### config.mk
export PLATFORM = sky130hd
export DESIGN_NAME = lmt_threshold_regs
export DESIGN_NICKNAME = d
export VERILOG_FILES = /design/src/rtl/lmt_pkg.sv /design/src/rtl/lmt_threshold_regs.sv /design/src/rtl/lmt_meter_cmp.sv
export SDC_FILE = /design/constraint.sdc
export NUM_CORES = 1
export LEC_CHECK = 0
export BUFFER_PORTS_ARGS = -buffer_cell sky130_fd_sc_hd__buf_4
export CAP_MARGIN = 20
export CORE_MARGIN = 1.5
export CORE_UTILIZATION = 45
export DETAILED_ROUTE_END_ITERATION = 16
export HOLD_SLACK_MARGIN = 0.08
export PLACE_DENSITY = 0.69
export RECOVER_POWER = 25
export SLEW_MARGIN = 25
export SYNTH_ARGS = -nofsm -noshare
export SYNTH_HDL_FRONTEND = slang
export SYNTH_SLANG_ARGS = --single-unit
### constraint.sdc
create_clock -name core_clk -period 1.5 [get_ports core_clk]
set_input_delay 0.15 -clock core_clk [delete_from_list [all_inputs] [get_ports core_clk]]
set_output_delay 0.15 -clock core_clk [all_outputs]
set_load 0.02 [all_outputs]
### src/rtl/lmt_pkg.sv
package lmt_pkg;

  // command byte layout
  localparam int        CMD_RW_BIT      = 7;
  localparam logic [6:0] CMD_THRESH     = 7'h09;
  localparam logic [6:0] CMD_DEBOUNCE   = 7'h0a;
  localparam logic      CMD_RW_WRITE    = 1'b1;

  // threshold register fields
  localparam int        FLD_FLAG        = 7;
  localparam int        FLD_GAIN        = 6;
  localparam int        FLD_RECT        = 5;
  localparam int        FLD_TH_LSB      = 0;
  localparam int        TH_W            = 3;

  // values after reset
  localparam logic [7:0] THRESH_RST     = 8'h00;
  localparam logic [7:0] DEBOUNCE_RST   = 8'h00;

  // meter datapath
  localparam int        METER_W         = 16;
  localparam int        GAIN_SHIFT      = 4;
  localparam int        TH_STEP_SHIFT   = 12;

  typedef struct packed {
    logic       valid;
    logic [7:0] cmd;
    logic [7:0] data;
  } lmt_cmd_type;

  typedef struct packed {
    logic            gain_boost;
    logic            rect_on;
    logic [TH_W-1:0] th_sel;
  } lmt_ctrl_type;

  localparam lmt_ctrl_type CTRL_RST = '{
    gain_boost : THRESH_RST[FLD_GAIN],
    rect_on    : THRESH_RST[FLD_RECT],
    th_sel     : THRESH_RST[FLD_TH_LSB +: TH_W]
  };

endpackage

### src/rtl/lmt_threshold_regs.sv
`timescale 1ns/100ps
module lmt_threshold_regs
  import lmt_pkg::*;
(
  input  wire logic                      core_clk,
  input  wire logic                      rstn,
  input  wire lmt_cmd_type               host_cmd,
  output logic [7:0]                     host_rd_data,
  output logic                           host_rd_valid,
  input  wire logic signed [METER_W-1:0] meter_result,
  input  wire logic                      meter_valid,
  output lmt_ctrl_type                   meter_ctrl,
  output logic signed [METER_W-1:0]      meter_level,
  output logic                           over_threshold_flag,
  output logic [7:0]                     debounce_filter_config
);

  logic [1:0]               rst_sync_q;
  logic                     rstn_s;

  lmt_ctrl_type             ctrl_q;
  lmt_ctrl_type             ctrl_d;
  logic [7:0]               deb_q;
  logic [7:0]               deb_d;
  logic                     flag_q;
  logic                     flag_d;
  logic signed [METER_W-1:0] level_q;
  logic signed [METER_W-1:0] level_d;
  logic [7:0]               rd_data_q;
  logic [7:0]               rd_data_d;
  logic                     rd_valid_q;
  logic                     rd_valid_d;

  logic                     cmp_over;
  logic signed [METER_W-1:0] cmp_level;
  logic                     hit_thresh;
  logic                     hit_deb;
  logic                     is_write;

  // assembles the threshold register image as software sees it
  function automatic logic [7:0] thresh_image(lmt_ctrl_type c, logic f);
    logic [7:0] img;
    img                         = 8'h00;
    img[FLD_FLAG]               = f;
    img[FLD_GAIN]               = c.gain_boost;
    img[FLD_RECT]               = c.rect_on;
    img[FLD_TH_LSB +: TH_W]     = c.th_sel;
    return img;
  endfunction

  // reset release through two flops, assertion stays asynchronous
  always_ff @(posedge core_clk or negedge rstn)
  begin
    if (!rstn)
    begin
      rst_sync_q <= 2'b00;
    end
    else
    begin
      rst_sync_q <= {rst_sync_q[0], 1'b1};
    end
  end

  assign rstn_s = rst_sync_q[1];

  // comparator and gain shaping live beside the registers
  lmt_meter_cmp u_cmp (
    .sample (meter_result),
    .ctrl   (ctrl_q),
    .level  (cmp_level),
    .over   (cmp_over)
  );

  // command decode: low seven bits pick the register, bit 7 the direction
  assign hit_thresh = host_cmd.valid
                    && host_cmd.cmd[6:0] == CMD_THRESH;
  assign hit_deb    = host_cmd.valid
                    && host_cmd.cmd[6:0] == CMD_DEBOUNCE;
  assign is_write   = host_cmd.cmd[CMD_RW_BIT] == CMD_RW_WRITE;

  // next-state for register bank, flag and read port
  always_comb
  begin
    ctrl_d     = ctrl_q;
    deb_d      = deb_q;
    flag_d     = flag_q;
    level_d    = level_q;
    rd_data_d  = rd_data_q;
    rd_valid_d = 1'b0;
    // flag only follows fresh samples, so it holds between them
    if (meter_valid)
    begin
      flag_d  = cmp_over;
      level_d = cmp_level;
    end
    if (hit_thresh && is_write)
    begin
      // flag and reserved bits of the write data are dropped
      ctrl_d.gain_boost = host_cmd.data[FLD_GAIN];
      ctrl_d.rect_on    = host_cmd.data[FLD_RECT];
      ctrl_d.th_sel     = host_cmd.data[FLD_TH_LSB +: TH_W];
    end
    else if (hit_thresh)
    begin
      rd_data_d  = thresh_image(ctrl_q, flag_q);
      rd_valid_d = 1'b1;
    end
    if (hit_deb && is_write)
    begin
      deb_d = host_cmd.data;
    end
    else if (hit_deb)
    begin
      rd_data_d  = deb_q;
      rd_valid_d = 1'b1;
    end
  end

  // state registers
  always_ff @(posedge core_clk or negedge rstn_s)
  begin
    if (!rstn_s)
    begin
      ctrl_q     <= CTRL_RST;
      deb_q      <= DEBOUNCE_RST;
      flag_q     <= 1'b0;
      level_q    <= '0;
      rd_data_q  <= 8'h00;
      rd_valid_q <= 1'b0;
    end
    else
    begin
      ctrl_q     <= ctrl_d;
      deb_q      <= deb_d;
      flag_q     <= flag_d;
      level_q    <= level_d;
      rd_data_q  <= rd_data_d;
      rd_valid_q <= rd_valid_d;
    end
  end

  assign meter_ctrl             = ctrl_q;
  assign meter_level            = level_q;
  assign over_threshold_flag    = flag_q;
  assign debounce_filter_config = deb_q;
  assign host_rd_data           = rd_data_q;
  assign host_rd_valid          = rd_valid_q;
endmodule

### src/rtl/lmt_meter_cmp.sv
`timescale 1ns/100ps
module lmt_meter_cmp
  import lmt_pkg::*;
(
  input  wire logic signed [METER_W-1:0] sample,
  input  wire lmt_ctrl_type              ctrl,
  output logic signed [METER_W-1:0]      level,
  output logic                           over
);

  localparam int EXT_W = METER_W + GAIN_SHIFT + 1;
  localparam logic signed [EXT_W-1:0] SAT_HI = EXT_W'((1 << (METER_W-1)) - 1);
  localparam logic signed [EXT_W-1:0] SAT_LO = -EXT_W'(1 << (METER_W-1));

  logic signed [EXT_W-1:0] ext;
  logic signed [EXT_W-1:0] shaped;
  logic signed [EXT_W-1:0] boosted;
  logic        [EXT_W-1:0] mag;
  logic        [EXT_W-1:0] thresh;

  // magnitude kept GAIN_SHIFT plus one bits wider so boost and full negative scale do not wrap
  always_comb
  begin
    ext     = EXT_W'(sample);
    shaped  = (ctrl.rect_on && ext < 0) ? -ext : ext;
    boosted = ctrl.gain_boost ? (shaped <<< GAIN_SHIFT) : shaped;
    mag     = (ext < 0) ? EXT_W'(-ext) : EXT_W'(ext);
    if (ctrl.gain_boost)
    begin
      mag = mag << GAIN_SHIFT;
    end
    // steps of one eighth of full scale
    thresh = EXT_W'(ctrl.th_sel) << TH_STEP_SHIFT;
    over   = mag > thresh;
    // level output saturates rather than wrapping under boost
    if (boosted > SAT_HI)
    begin
      level = SAT_HI[METER_W-1:0];
    end
    else if (boosted < SAT_LO)
    begin
      level = SAT_LO[METER_W-1:0];
    end
    else
    begin
      level = boosted[METER_W-1:0];
    end
  end

endmodule

==> impl_metrics.py, run 1 <==
metrics = {
    "outcome": {
        "outcome": "complete, but fails checks",
        "violations": "design-rule violations, negative setup slack",
    },
    "clocking": {
        "cts.sinks": 41,
        "cts-htree-levels": 2,
        "cts_tree": "yes",
        "cts_buffers": 5,
        "path_clk_slew_ns": 0.09,
        "cts_buffer_depth": 2,
        "clock-root-buffer": "clkbuf_8",
        "insertion_delay_ns": 0.29,
    },
    "floorplanning": {
        "dieWidth_um": 85.1,
        "std_cell_rows": 29,
        "core_sq_um": 6420,
        "ios": 75,
        "fp.dieH_um": 85.1,
        "start_util_pct": 47.2,
        "dieArea_sq_um": 7240,
    },
    "synthesis": {
        "yosys.cell_count.top_type": "dfrtp_1",
        "ys_ff_latch": 41,
        "muxShareOfSynthArea_pct": 11.1,
        "synth.distinct_cells": 63,
        "ys_seq_area_share_pct": 33.8,
        "avgSynthCellArea_sq_um": 9.11,
        "synth_common_cells": "dfrtp_1 (41), clkbuf_1 (23), nand2_1 (22)",
        "synth_edf_count": 0,
        "synthArstFlopShare_pct": 100,
        "ys_warn_count": 0,
        "ys.flop_type": "dfrtp_1",
        "syn_inst": 333,
        "yosys.area.top_type": "dfrtp_1",
        "synth_simple_gate_area_share_pct": 18.4,
        "synth_compound_area_share_pct": 21.0,
        "synth_area_leaders": "dfrtp_1 (34%), mux2i_1 (5.9%), mux2_2 (5.2%)",
        "synth_fa_ha_area_share_pct": 3.30,
        "synth_top_cell_area_share_pct": 33.8,
        "synth_xor_xnor_area_share_pct": 5.48,
        "syn-num-nets": 377,
        "synth_top_family_by_area": "compound AO/OA/AOI/OAI gates",
        "syn-cell-area_sq_um": 3030,
    },
    "worst_setup_path": {
        "crit_family": "compound AO/OA/AOI/OAI gates",
        "cp_common_cell": "buf_6",
        "start_kind": "input port",
        "path_buf_inv": 2,
        "worstPathCellList": "buf_6 > or4_4 > buf_6 > nor4_4 > nand2_2 > nor3_2 > ha_1 > a211o_1 > a211oi_2 > o2111a_2 > a31oi_4 > a22oi_2",
        "path_class": "in -> reg",
        "critPathMaxStageDelay_ns": 0.54,
        "critical_path.max_fanout": 6,
        "crit_slowest_cell": "or4_4",
        "crit_arrival_ns": 2.92,
        "end_kind": "flip-flop",
        "r2r_slack_ns": -0.65,
        "required_ns": 1.72,
    },
    "flow_run": {
        "cap_viol_max_count": 0,
    },
    "cells_and_area": {
        "design_area_sq_um": 4870,
        "fin_nets": 541,
        "antennaDiodeCount": 0,
        "synthToLayoutAreaGrowth_pct": 60.6,
        "drive_gt1_share_pct": 51.8,
    },
    "route": {
        "postRouteAntennaNets": 0,
        "drc": 2,
        "drtIter0Drc": 217,
        "wl_per_cell_um": 17.3,
        "dr.pass1.iters": 10,
        "num_vias": 3320,
        "vias_per_cell": 5.77,
        "routed_wl_um": 9970,
    },
    "place": {
        "port_buffers": 74,
        "placed_area_sq_um": 4360,
        "gp_congestion": 0.914,
        "hpwl_um": 7050,
    },
    "timing": {
        "slew-limit-headroom_pct": 39.9,
        "period_share_pct": 180,
        "tightest_slew_ns": 0.901,
        "skew_ns": 0.00688,
        "fmax_mhz": 370,
        "fin_ws_ns": -1.21,
        "final_max_slew_viol_count": 0,
        "setup_violations": 24,
        "rsz0062_at_grt": "yes",
        "fin_crit_ns": 2.71,
        "finalHoldViolCount": 0,
    },
    "grt": {
        "grt_pass1_wl_um": 16100,
        "grt_pass1_vias": 3296,
        "antenna_found_initial": 0,
        "track_usage_pct": 27.8,
        "grt_max_degree": 24,
        "overflow": 0,
    },
    "power": {
        "cellPowerDensity_nw_per_um2": 648,
        "power_uw": 3160,
        "irDropWorstVdd_mv": 0.596,
        "power.leakage_uw": 0.00226,
    },
    "hold_path": {
        "min_path_type": "in -> reg",
    },
}
## routing by layer
layer	wire length, um	track usage (%)
met1	4270	38.4
met2	4950	44.9
met3	601	4.86
met4	158	7.90
met5	0	0
## cell usage in the layout, fill, tap and decap left out, drive strengths merged, types with 5 or more instances in the layout
master / instances
nand4: 8
nor2: 17
inv: 18
clkbuf: 9
o221ai: 5
dfrtp: 41
mux2: 14
o21ai: 20
nor4: 7
buf: 183
ha: 8
xor2: 6
nor3: 7
xnor2: 13
o31ai: 9
mux2i: 18
a21oi: 19
nand2: 22
## per-stage QoR
step	hold slack, ns	setup WS (ns)	TNS (ns)	cells	util (%)
floorplan	-0.146	-1.42	-25.17	333	-
global placement	-0.0670	-1.45	-29.98	548	67.9
detailed placement	-0.0648	-1.56	-31.89	548	67.9
CTS	0.0833	-1.18	-18.82	572	74.2
global route	0.0831	-1.33	-21.74	575	75.9
finish	0.0834	-1.21	-19.15	575	75.9
## power breakdown
part | leakage, uW | internal (uW) | switching (uW)
registers | 0.000521 | 1180 | 55.5
clock network | 0.0000554 | 500 | 402
logic | 0.00169 | 495 | 529
## logic make-up (layout without fill, tap and decap cells)
family / Yosys count / in the layout
mux: 32 / 32
other cells: 1 / 1
simple gates: 96 / 96
fa+ha+maj: 8 / 8
xor+xnor: 19 / 19
flops: 41 / 41
compound gates: 88 / 88
buf+inv: 48 / 213
## area by class of cell
cell class	count	area (sq um)
timing repair buffer	187	1500
clock inverter	2	38.8
tap	77	96.3
multi-input combinational	244	2060
inverter	18	87.6
fill	468	1550
sequential	41	1030
clock buffer	6	72.6
## worst paths after layout
kind | startpoint | end | cells past startpoint
max | meter_result[4] | meter_level[14]$_DFFE_PN0P_ | 12
min | host_cmd[7] | debounce_filter_config[7]$_DFFE_PN0P_ | 2
max reg2reg | meter_ctrl[4]$_DFFE_PN0P_ | meter_level[6]$_DFFE_PN0P_ | 9
min reg2reg | rst_sync_q[1]$_DFF_PN0_ | host_rd_valid$_DFF_PN0_ | 1
max in group asynchronous | rst_sync_q[1]$_DFF_PN0_ | meter_level[0]$_DFFE_PN0P_ | 1
min in group asynchronous | rstn | rst_sync_q[1]$_DFF_PN0_ | 2
## registers in the layout, indices dropped and copies added (netlist names)
register	flops
debounce_filter_config	8
host_rd_data	8
host_rd_valid	1
meter_ctrl	5
meter_level	16
over_threshold_flag	1
rst_sync_q	2
## repair_timing
| action | CTS | global route |
|---|---|---|
| resized for setup | 35 | 20 |
| pin swaps | 40 | 17 |
| setup endpoints to repair | 25 | 33 |
| hold buffers | 1 | 0 |
| setup buffers | 15 | 3 |
| endpoints found under the hold margin | 2 | 0 |
Power figures use the tool's default switching activity.
==> run 2, diff against run 1 <==
- PLACE_DENSITY: 0.69 -> 0.68
- SYNTH_HIERARCHICAL: not set -> 1
==> run 2 against run 1 <==
  * The flow finishes with violations (negative setup slack)
  * Worst setup slack worse by 0.22 ns
  * Global-route usage down 0.91 points
  * Critical path type unchanged
  * Synthesized area up 11%
  * Utilization down 4.0 points
  * Sequential power up 3%
==> impl_metrics.py, run 2 <==
metrics = {
    "route": {
        "postRouteAntennaNets": 0,
        "routed_wl_um": 10700,
        "drtIter0Drc": 160,
        "wl_per_cell_um": 16.7,
        "vias_per_cell": 5.65,
        "drc": 0,
        "num_vias": 3639,
        "dr.pass1.iters": 4,
    },
    "synthesis": {
        "syn-num-nets": 426,
        "ys_ff_latch": 41,
        "synth_compound_area_share_pct": 21.5,
        "muxShareOfSynthArea_pct": 13.4,
        "synth.distinct_cells": 67,
        "ys_seq_area_share_pct": 30.6,
        "synthArstFlopShare_pct": 100,
        "yosys.cell_count.top_type": "dfrtp_1",
        "yosys.area.top_type": "dfrtp_1",
        "synth_common_cells": "dfrtp_1 (41), mux2_2 (28), nand2_1 (25)",
        "ys.flop_type": "dfrtp_1",
        "synth_top_family_by_area": "compound AO/OA/AOI/OAI gates",
        "synth_top_cell_area_share_pct": 30.6,
        "synth_edf_count": 0,
        "synth_fa_ha_area_share_pct": 2.98,
        "synth_area_leaders": "dfrtp_1 (31%), mux2_2 (9.4%), nand3_1 (3.1%)",
        "syn-cell-area_sq_um": 3360,
        "synth_simple_gate_area_share_pct": 20.3,
        "synth_xor_xnor_area_share_pct": 4.96,
        "syn_inst": 382,
        "avgSynthCellArea_sq_um": 8.79,
        "ys_warn_count": 6,
    },
    "grt": {
        "grt_pass1_wl_um": 16500,
        "track_usage_pct": 26.9,
        "overflow": 0,
        "antenna_found_initial": 0,
        "grt_pass1_vias": 3450,
        "grt_max_degree": 40,
    },
    "power": {
        "irDropWorstVdd_mv": 0.591,
        "cellPowerDensity_nw_per_um2": 686,
        "power_uw": 3570,
        "power.leakage_uw": 0.00236,
    },
    "clocking": {
        "clock-root-buffer": "clkbuf_8",
        "cts_buffer_depth": 2,
        "cts-htree-levels": 2,
        "insertion_delay_ns": 0.30,
        "cts_tree": "yes",
        "cts_buffers": 5,
        "path_clk_slew_ns": 0.08,
        "cts.sinks": 41,
    },
    "cells_and_area": {
        "antennaDiodeCount": 0,
        "mostFrequentLayoutCells": "buf_4 (167), dfrtp_1 (40), mux2_4 (27), nand2_1 (23), o21ai_1 (21)",
        "synthToLayoutAreaGrowth_pct": 55.2,
        "layout_commonest_cell": "buf_4",
        "drive_gt1_share_pct": 47.2,
        "fin_nets": 588,
        "nFillCells": 568,
        "fin_cells": 644,
        "largest_register_ffs": 16,
        "multiInputGateArea_sq_um": 2370,
        "seqCellArea_sq_um": 1030,
    },
    "worst_setup_path": {
        "worstPathCellList": "buf_6 > or4_4 > or4_4 > nor3_2 > ha_1 > nor2_1 > o221a_2 > a221o_1 > a2111o_1 > buf_6 > o21ai_4 > o21ai_1 > mux2_4",
        "cp.depth": 13,
        "start_kind": "input port",
        "crit_slowest_cell": "or4_4",
        "required_ns": 1.69,
        "critPathMaxStageDelay_ns": 0.54,
        "end_kind": "flip-flop",
        "crit_end": "meter_level[1]$_DFFE_PN0P_",
        "r2r_slack_ns": -0.93,
        "crit_family": "simple AND/OR/NAND/NOR gates",
        "path_class": "in -> reg",
        "r2r-start": "meter_ctrl[4]$_DFFE_PN0P_",
        "rr_worst_depth": 11,
        "r2r-end": "over_threshold_flag$_DFFE_PN0P_",
        "critical_path.max_fanout": 10,
        "crit_arrival_ns": 3.12,
        "crit_path_start": "meter_result[2]",
        "path_buf_inv": 2,
    },
    "floorplanning": {
        "dieWidth_um": 89.4,
        "dieArea_sq_um": 7990,
        "std_cell_rows": 31,
        "ios": 75,
        "start_util_pct": 46.3,
        "core_sq_um": 7250,
        "fp.dieH_um": 89.4,
    },
    "timing": {
        "fin_crit_ns": 2.93,
        "final_max_slew_viol_count": 0,
        "rsz0062_at_grt": "yes",
        "fin_ws_ns": -1.43,
        "tightest_slew_ns": 0.948,
        "fmax_mhz": 341,
        "setup_violations": 17,
        "finalHoldViolCount": 0,
        "slew-limit-headroom_pct": 36.8,
        "period_share_pct": 195,
        "skew_ns": 0.00570,
    },
    "outcome": {
        "violations": "negative setup slack",
        "outcome": "complete, but fails checks",
    },
    "flow_run": {
        "cap_viol_max_count": 0,
    },
    "place": {
        "gp_congestion": 0.929,
        "dp_slack_ns": -1.92,
        "hpwl_um": 7950,
        "dp.cells": 620,
        "port_buffers": 74,
    },
    "hold_path": {
        "min_path_type": "in -> reg",
    },
}
-- run 2: cell types whose count changed in the layout (fill, tap and decap cells not counted), sizes merged, moves of 5 or more --
cell / delta
o31ai: -8
nand3: +19
dlygate4sd3: +5
inv: -10
o211ai: +5
o21ai: +14
mux2: +17
a21boi: +6
mux2i: -8
a31oi: +8
-- run 2: cell type report --
class | count | area share [%]
well taps | 99 | 2.38
multi-input cells | 298 | 45.4
repair buffers | 190 | 29.2
inverters | 8 | 0.720
clock inverters | 3 | 1.25
flip-flops and latches | 41 | 19.7
clock buffers | 5 | 1.32
-- run 2: metrics by stage --
step           hold slack, ns  utilization [%]  TNS (ns)  cell area (sq um)
4_1_cts                0.0842             70.3    -22.02               5100
2_1_floorplan          -0.146                -    -27.30               3470
3_3_place_gp          -0.0672             65.3    -31.46               4740
5_1_grt                0.0805             71.8    -23.98               5210
6_report               0.0928             71.8    -22.61               5210
3_5_place_dp          -0.0664             65.3    -31.72               4740
-- run 2: worst reg2reg max path, delay by kind of cell (launching register included) --
kind	cells	cell delay, ns
AOI/OAI and AO/OA	4	0.68
muxes	2	0.48
DFF	1	0.44
adders and majority gates	1	0.26
buffers and inverters	2	0.24
and+or+nand+nor	2	0.23
-- run 2: how the worst min path moves through the flow --
stage	slack (ns)	cells past startpoint	end	startpoint
global placement	-0.07	1	rst_sync_q[0]$_DFF_PN0_	rstn
floorplan	-0.15	0	rst_sync_q[0]$_DFF_PN0_	rstn
finish	0.09	2	debounce_filter_config[0]$_DFFE_PN0P_	host_cmd[0]
CTS	0.08	2	debounce_filter_config[7]$_DFFE_PN0P_	host_cmd[7]
detailed placement	-0.07	1	rst_sync_q[1]$_DFF_PN0_	rstn
global route	0.08	2	meter_ctrl[0]$_DFFE_PN0P_	host_cmd[0]
-- run 2: power breakdown --
part / switching, uW / leakage, uW / internal [uW]
clock: 403 / 0.0000681 / 661
sequential: 69.4 / 0.000472 / 1200
combinational: 617 / 0.00182 / 623
total: 1090 / 0.00236 / 2490
-- run 2: repair_timing --
| action | 4_1_cts | 5_1_grt |
|---|---|---|
| endpoints found under the hold margin | 4 | 3 |
| gates resized for setup | 40 | 10 |
| hold buffers | 3 | 3 |
| buffers inserted | 6 | 5 |
| setup endpoints to repair | 17 | 17 |
| pin swaps | 9 | 6 |
-- run 2: metal layers --
metal | track usage [%] | wire (um) | share of wire [%]
met5 | 0 | 0 | 0
met4 | 7.69 | 207 | 1.9
met1 | 34.4 | 4610 | 43
met2 | 47.2 | 5550 | 52
met3 | 3.79 | 361 | 3.4
-- run 2: cell families (layout without fill, tap and decap cells) --
logic type               after synthesis  count (layout)
multiplexers                          41              41
other                                  1               1
buffers and inverters                 43             206
XOR/XNOR                              19              19
adder cells (fa/ha/maj)                8               8
AND/OR/NAND/NOR                      124             124
flip-flops                            41              41
AO/OA/AOI/OAI                        105             105
==> run 3, diff against run 2 <==
- ABC_AREA: not set -> 1
- PLACE_DENSITY: 0.68 -> 0.69
==> run 3 against run 2 <==
  * The run still ends with negative setup slack left
  * Flip-flop and latch count unchanged
  * Global-route usage shrank 2.8 points
  * Design area down 8.3%
  * Clock power shrank 14%
  * Largest power group unchanged
==> impl_metrics.py, run 3 <==
metrics = {
    "synthesis": {
        "synth.distinct_cells": 40,
        "syn-cell-area_sq_um": 3170,
        "ys_seq_area_share_pct": 32.4,
        "yosys.cell_count.top_type": "nand2_1",
        "synthArstFlopShare_pct": 100,
        "yosys.area.top_type": "dfrtp_1",
        "synth_area_leaders": "dfrtp_1 (32%), nand2_1 (19%), mux2_2 (5.7%)",
        "synth_top_cell_area_share_pct": 32.4,
        "ys_ff_latch": 41,
        "ys.flop_type": "dfrtp_1",
        "syn-num-nets": 484,
        "avgSynthCellArea_sq_um": 7.20,
        "synth_common_cells": "nand2_1 (158), dfrtp_1 (41), inv_1 (39)",
        "ys_warn_count": 6,
        "synth_edf_count": 0,
        "syn_inst": 440,
    },
    "grt": {
        "grt_pass1_vias": 3131,
        "use_met2_pct": 44.8,
        "grt-busiest-layer": "met2",
        "track_usage_pct": 24.1,
        "gr-usage-met3_pct": 3.22,
        "grt_pass1_wl_um": 14400,
        "antenna_found_initial": 0,
        "grt_max_degree": 40,
        "overflow": 0,
        "use_met1_pct": 29.5,
    },
    "cells_and_area": {
        "largest_register_ffs": 16,
        "utilization_pct": 70.3,
        "multiInputGateArea_sq_um": 2130,
        "fin_cells": 688,
        "mostFrequentLayoutCells": "buf_4 (147), nand2_1 (143), dfrtp_1 (40), inv_1 (35), o21ai_0 (28)",
        "seqCellArea_sq_um": 1030,
        "layout_commonest_cell": "buf_4",
        "drive_gt1_share_pct": 42.9,
        "nFillCells": 582,
        "fin_nets": 635,
        "antennaDiodeCount": 0,
        "synthToLayoutAreaGrowth_pct": 50.7,
    },
    "clocking": {
        "cts_buffer_depth": 2,
        "cts-htree-levels": 2,
        "insertion_delay_ns": 0.29,
        "clock-root-buffer": "clkbuf_8",
        "path_clk_slew_ns": 0.09,
        "cts_buffers": 5,
        "cts_tree": "yes",
        "cts.sinks": 41,
    },
    "timing": {
        "finalHoldViolCount": 0,
        "final_max_slew_viol_count": 0,
        "setup_violations": 17,
        "fin_ws_ns": -0.583,
        "fin_crit_ns": 2.08,
        "setup-tns-final_ns": -9.11,
        "skew_ns": 0.00384,
        "slew-limit-headroom_pct": 35.0,
        "tightest_slew_ns": 0.974,
        "period_share_pct": 139,
        "rsz0062_at_grt": "yes",
        "fmax_mhz": 480,
    },
    "hold_path": {
        "hp-start": "host_cmd[7]",
        "min_path_type": "in -> reg",
    },
    "route": {
        "routed_wl_um": 9260,
        "wl_per_cell_um": 13.5,
        "drtIter0Drc": 158,
        "vias_per_cell": 4.96,
        "num_vias": 3412,
        "drc": 0,
        "postRouteAntennaNets": 0,
        "dr.pass1.iters": 5,
    },
    "worst_setup_path": {
        "path_class": "in -> reg",
        "r2r-start": "meter_ctrl[4]$_DFFE_PN0P_",
        "start_kind": "input port",
        "critical_path.max_fanout": 8,
        "crit_path_start": "meter_result[0]",
        "crit_arrival_ns": 2.27,
        "required_ns": 1.69,
        "end_kind": "flip-flop",
    },
    "outcome": {
        "violations": "negative setup slack",
        "outcome": "complete, but fails checks",
    },
    "power": {
        "irDropWorstVdd_mv": 0.630,
        "p_switching_uw": 1110,
        "switching_share_pct": 33.2,
        "power_uw": 3340,
        "clockPowerShare_pct": 27.1,
        "power.leakage_uw": 0.00245,
        "cellPowerDensity_nw_per_um2": 700,
        "seq_power_share_pct": 37.5,
        "p_comb_share_pct": 35.4,
        "p_int_uw": 2230,
    },
    "flow_run": {
        "cap_viol_max_count": 0,
    },
    "place": {
        "dp.cells": 661,
        "port_buffers": 74,
        "gp_congestion": 0.901,
        "hpwl_um": 6720,
    },
    "floorplanning": {
        "ios": 75,
        "core_sq_um": 6790,
        "fp.dieH_um": 86.9,
        "dieArea_sq_um": 7560,
        "dieWidth_um": 86.9,
        "start_util_pct": 46.6,
        "std_cell_rows": 30,
    },
}
[run 3: power groups by stage]
stage	Sequential (uW)	Clock (uW)	Combinational, uW
global placement	1270	0	1040
floorplan	1400	0	455
finish	1250	907	1180
CTS	1250	927	1120
global route	1260	959	1290
detailed placement	1270	0	1050
[run 3: path summary, 6_finish.rpt]
kind	to	slack [ns]	depth (start not counted)
min in group asynchronous	rst_sync_q[1]$_DFF_PN0_	0.16	2
max reg2reg	meter_level[12]$_DFFE_PN0P_	-0.42	9
min reg2reg	rst_sync_q[1]$_DFF_PN0_	0.37	0
max in group asynchronous	meter_ctrl[4]$_DFFE_PN0P_	0.36	1
max	meter_level[12]$_DFFE_PN0P_	-0.58	17
min	debounce_filter_config[7]$_DFFE_PN0P_	0.09	3
[run 3: worst max-delay path: stages]
cell        delay [ns]
buf_8             0.08
clkinvlp_4        0.12
ha_4              0.20
nand2_8           0.08
nor2_8            0.05
nand2_4           0.08
nor3_2            0.04
ha_1              0.29
a21oi_2           0.06
inv_2             0.08
nor2_4            0.05
or2_4             0.25
a21oi_4           0.15
nand3_4           0.14
nand2_8           0.13
nand2_2           0.06
mux2_2            0.26
[run 3: area by class of cell]
type,count,share of cell area (%)
sequential,41,21.5
multi-input combinational,340,44.5
timing repair buffer,158,25.3
clock buffer,5,1.44
inverter,45,3.80
clock inverter,3,0.917
tap,96,2.51
[run 3: repair_timing]
item                       4_1_cts  5_1_grt
pin swaps                       16       20
resized for setup               31       33
cloned                           1        1
setup endpoints to repair       17       17
hold buffers                     7        0
buffers inserted                 3        7
hold endpoints to repair        10        0
[run 3: cells by family (layout without fill, tap and decap cells)]
kind of cell | after synthesis | count (layout) | share of synthesized area, %
and+or+nand+nor | 254 | 256 | 38.5
buffers and inverters | 61 | 211 | 8.88
AOI/OAI and AO/OA | 51 | 51 | 8.96
DFF | 41 | 41 | 32.4
muxes | 18 | 18 | 6.32
adders and majority gates | 8 | 8 | 3.16
xor gates and xnor gates | 6 | 6 | 1.66
other | 1 | 1 | 0.118
[run 3: through the flow]
step | hold WS [ns] | worst slack [ns] | cell area, sq um
2_1_floorplan | -0.146 | -0.649 | 3220
3_3_place_gp | -0.0673 | -0.875 | 4280
3_5_place_dp | -0.0657 | -0.922 | 4280
4_1_cts | 0.0837 | -0.539 | 4600
5_1_grt | 0.0824 | -0.629 | 4780
6_report | 0.0873 | -0.583 | 4780
[run 3: layer usage]
metal | vias up | part of all wire (%) | wire, um
met2 | 96 | 52 | 4840
met4 | 0 | 1.5 | 137
li1 | 1727 | - | -
met1 | 1575 | 42 | 3880
met5 | - | 0 | 0
met3 | 14 | 4.3 | 402
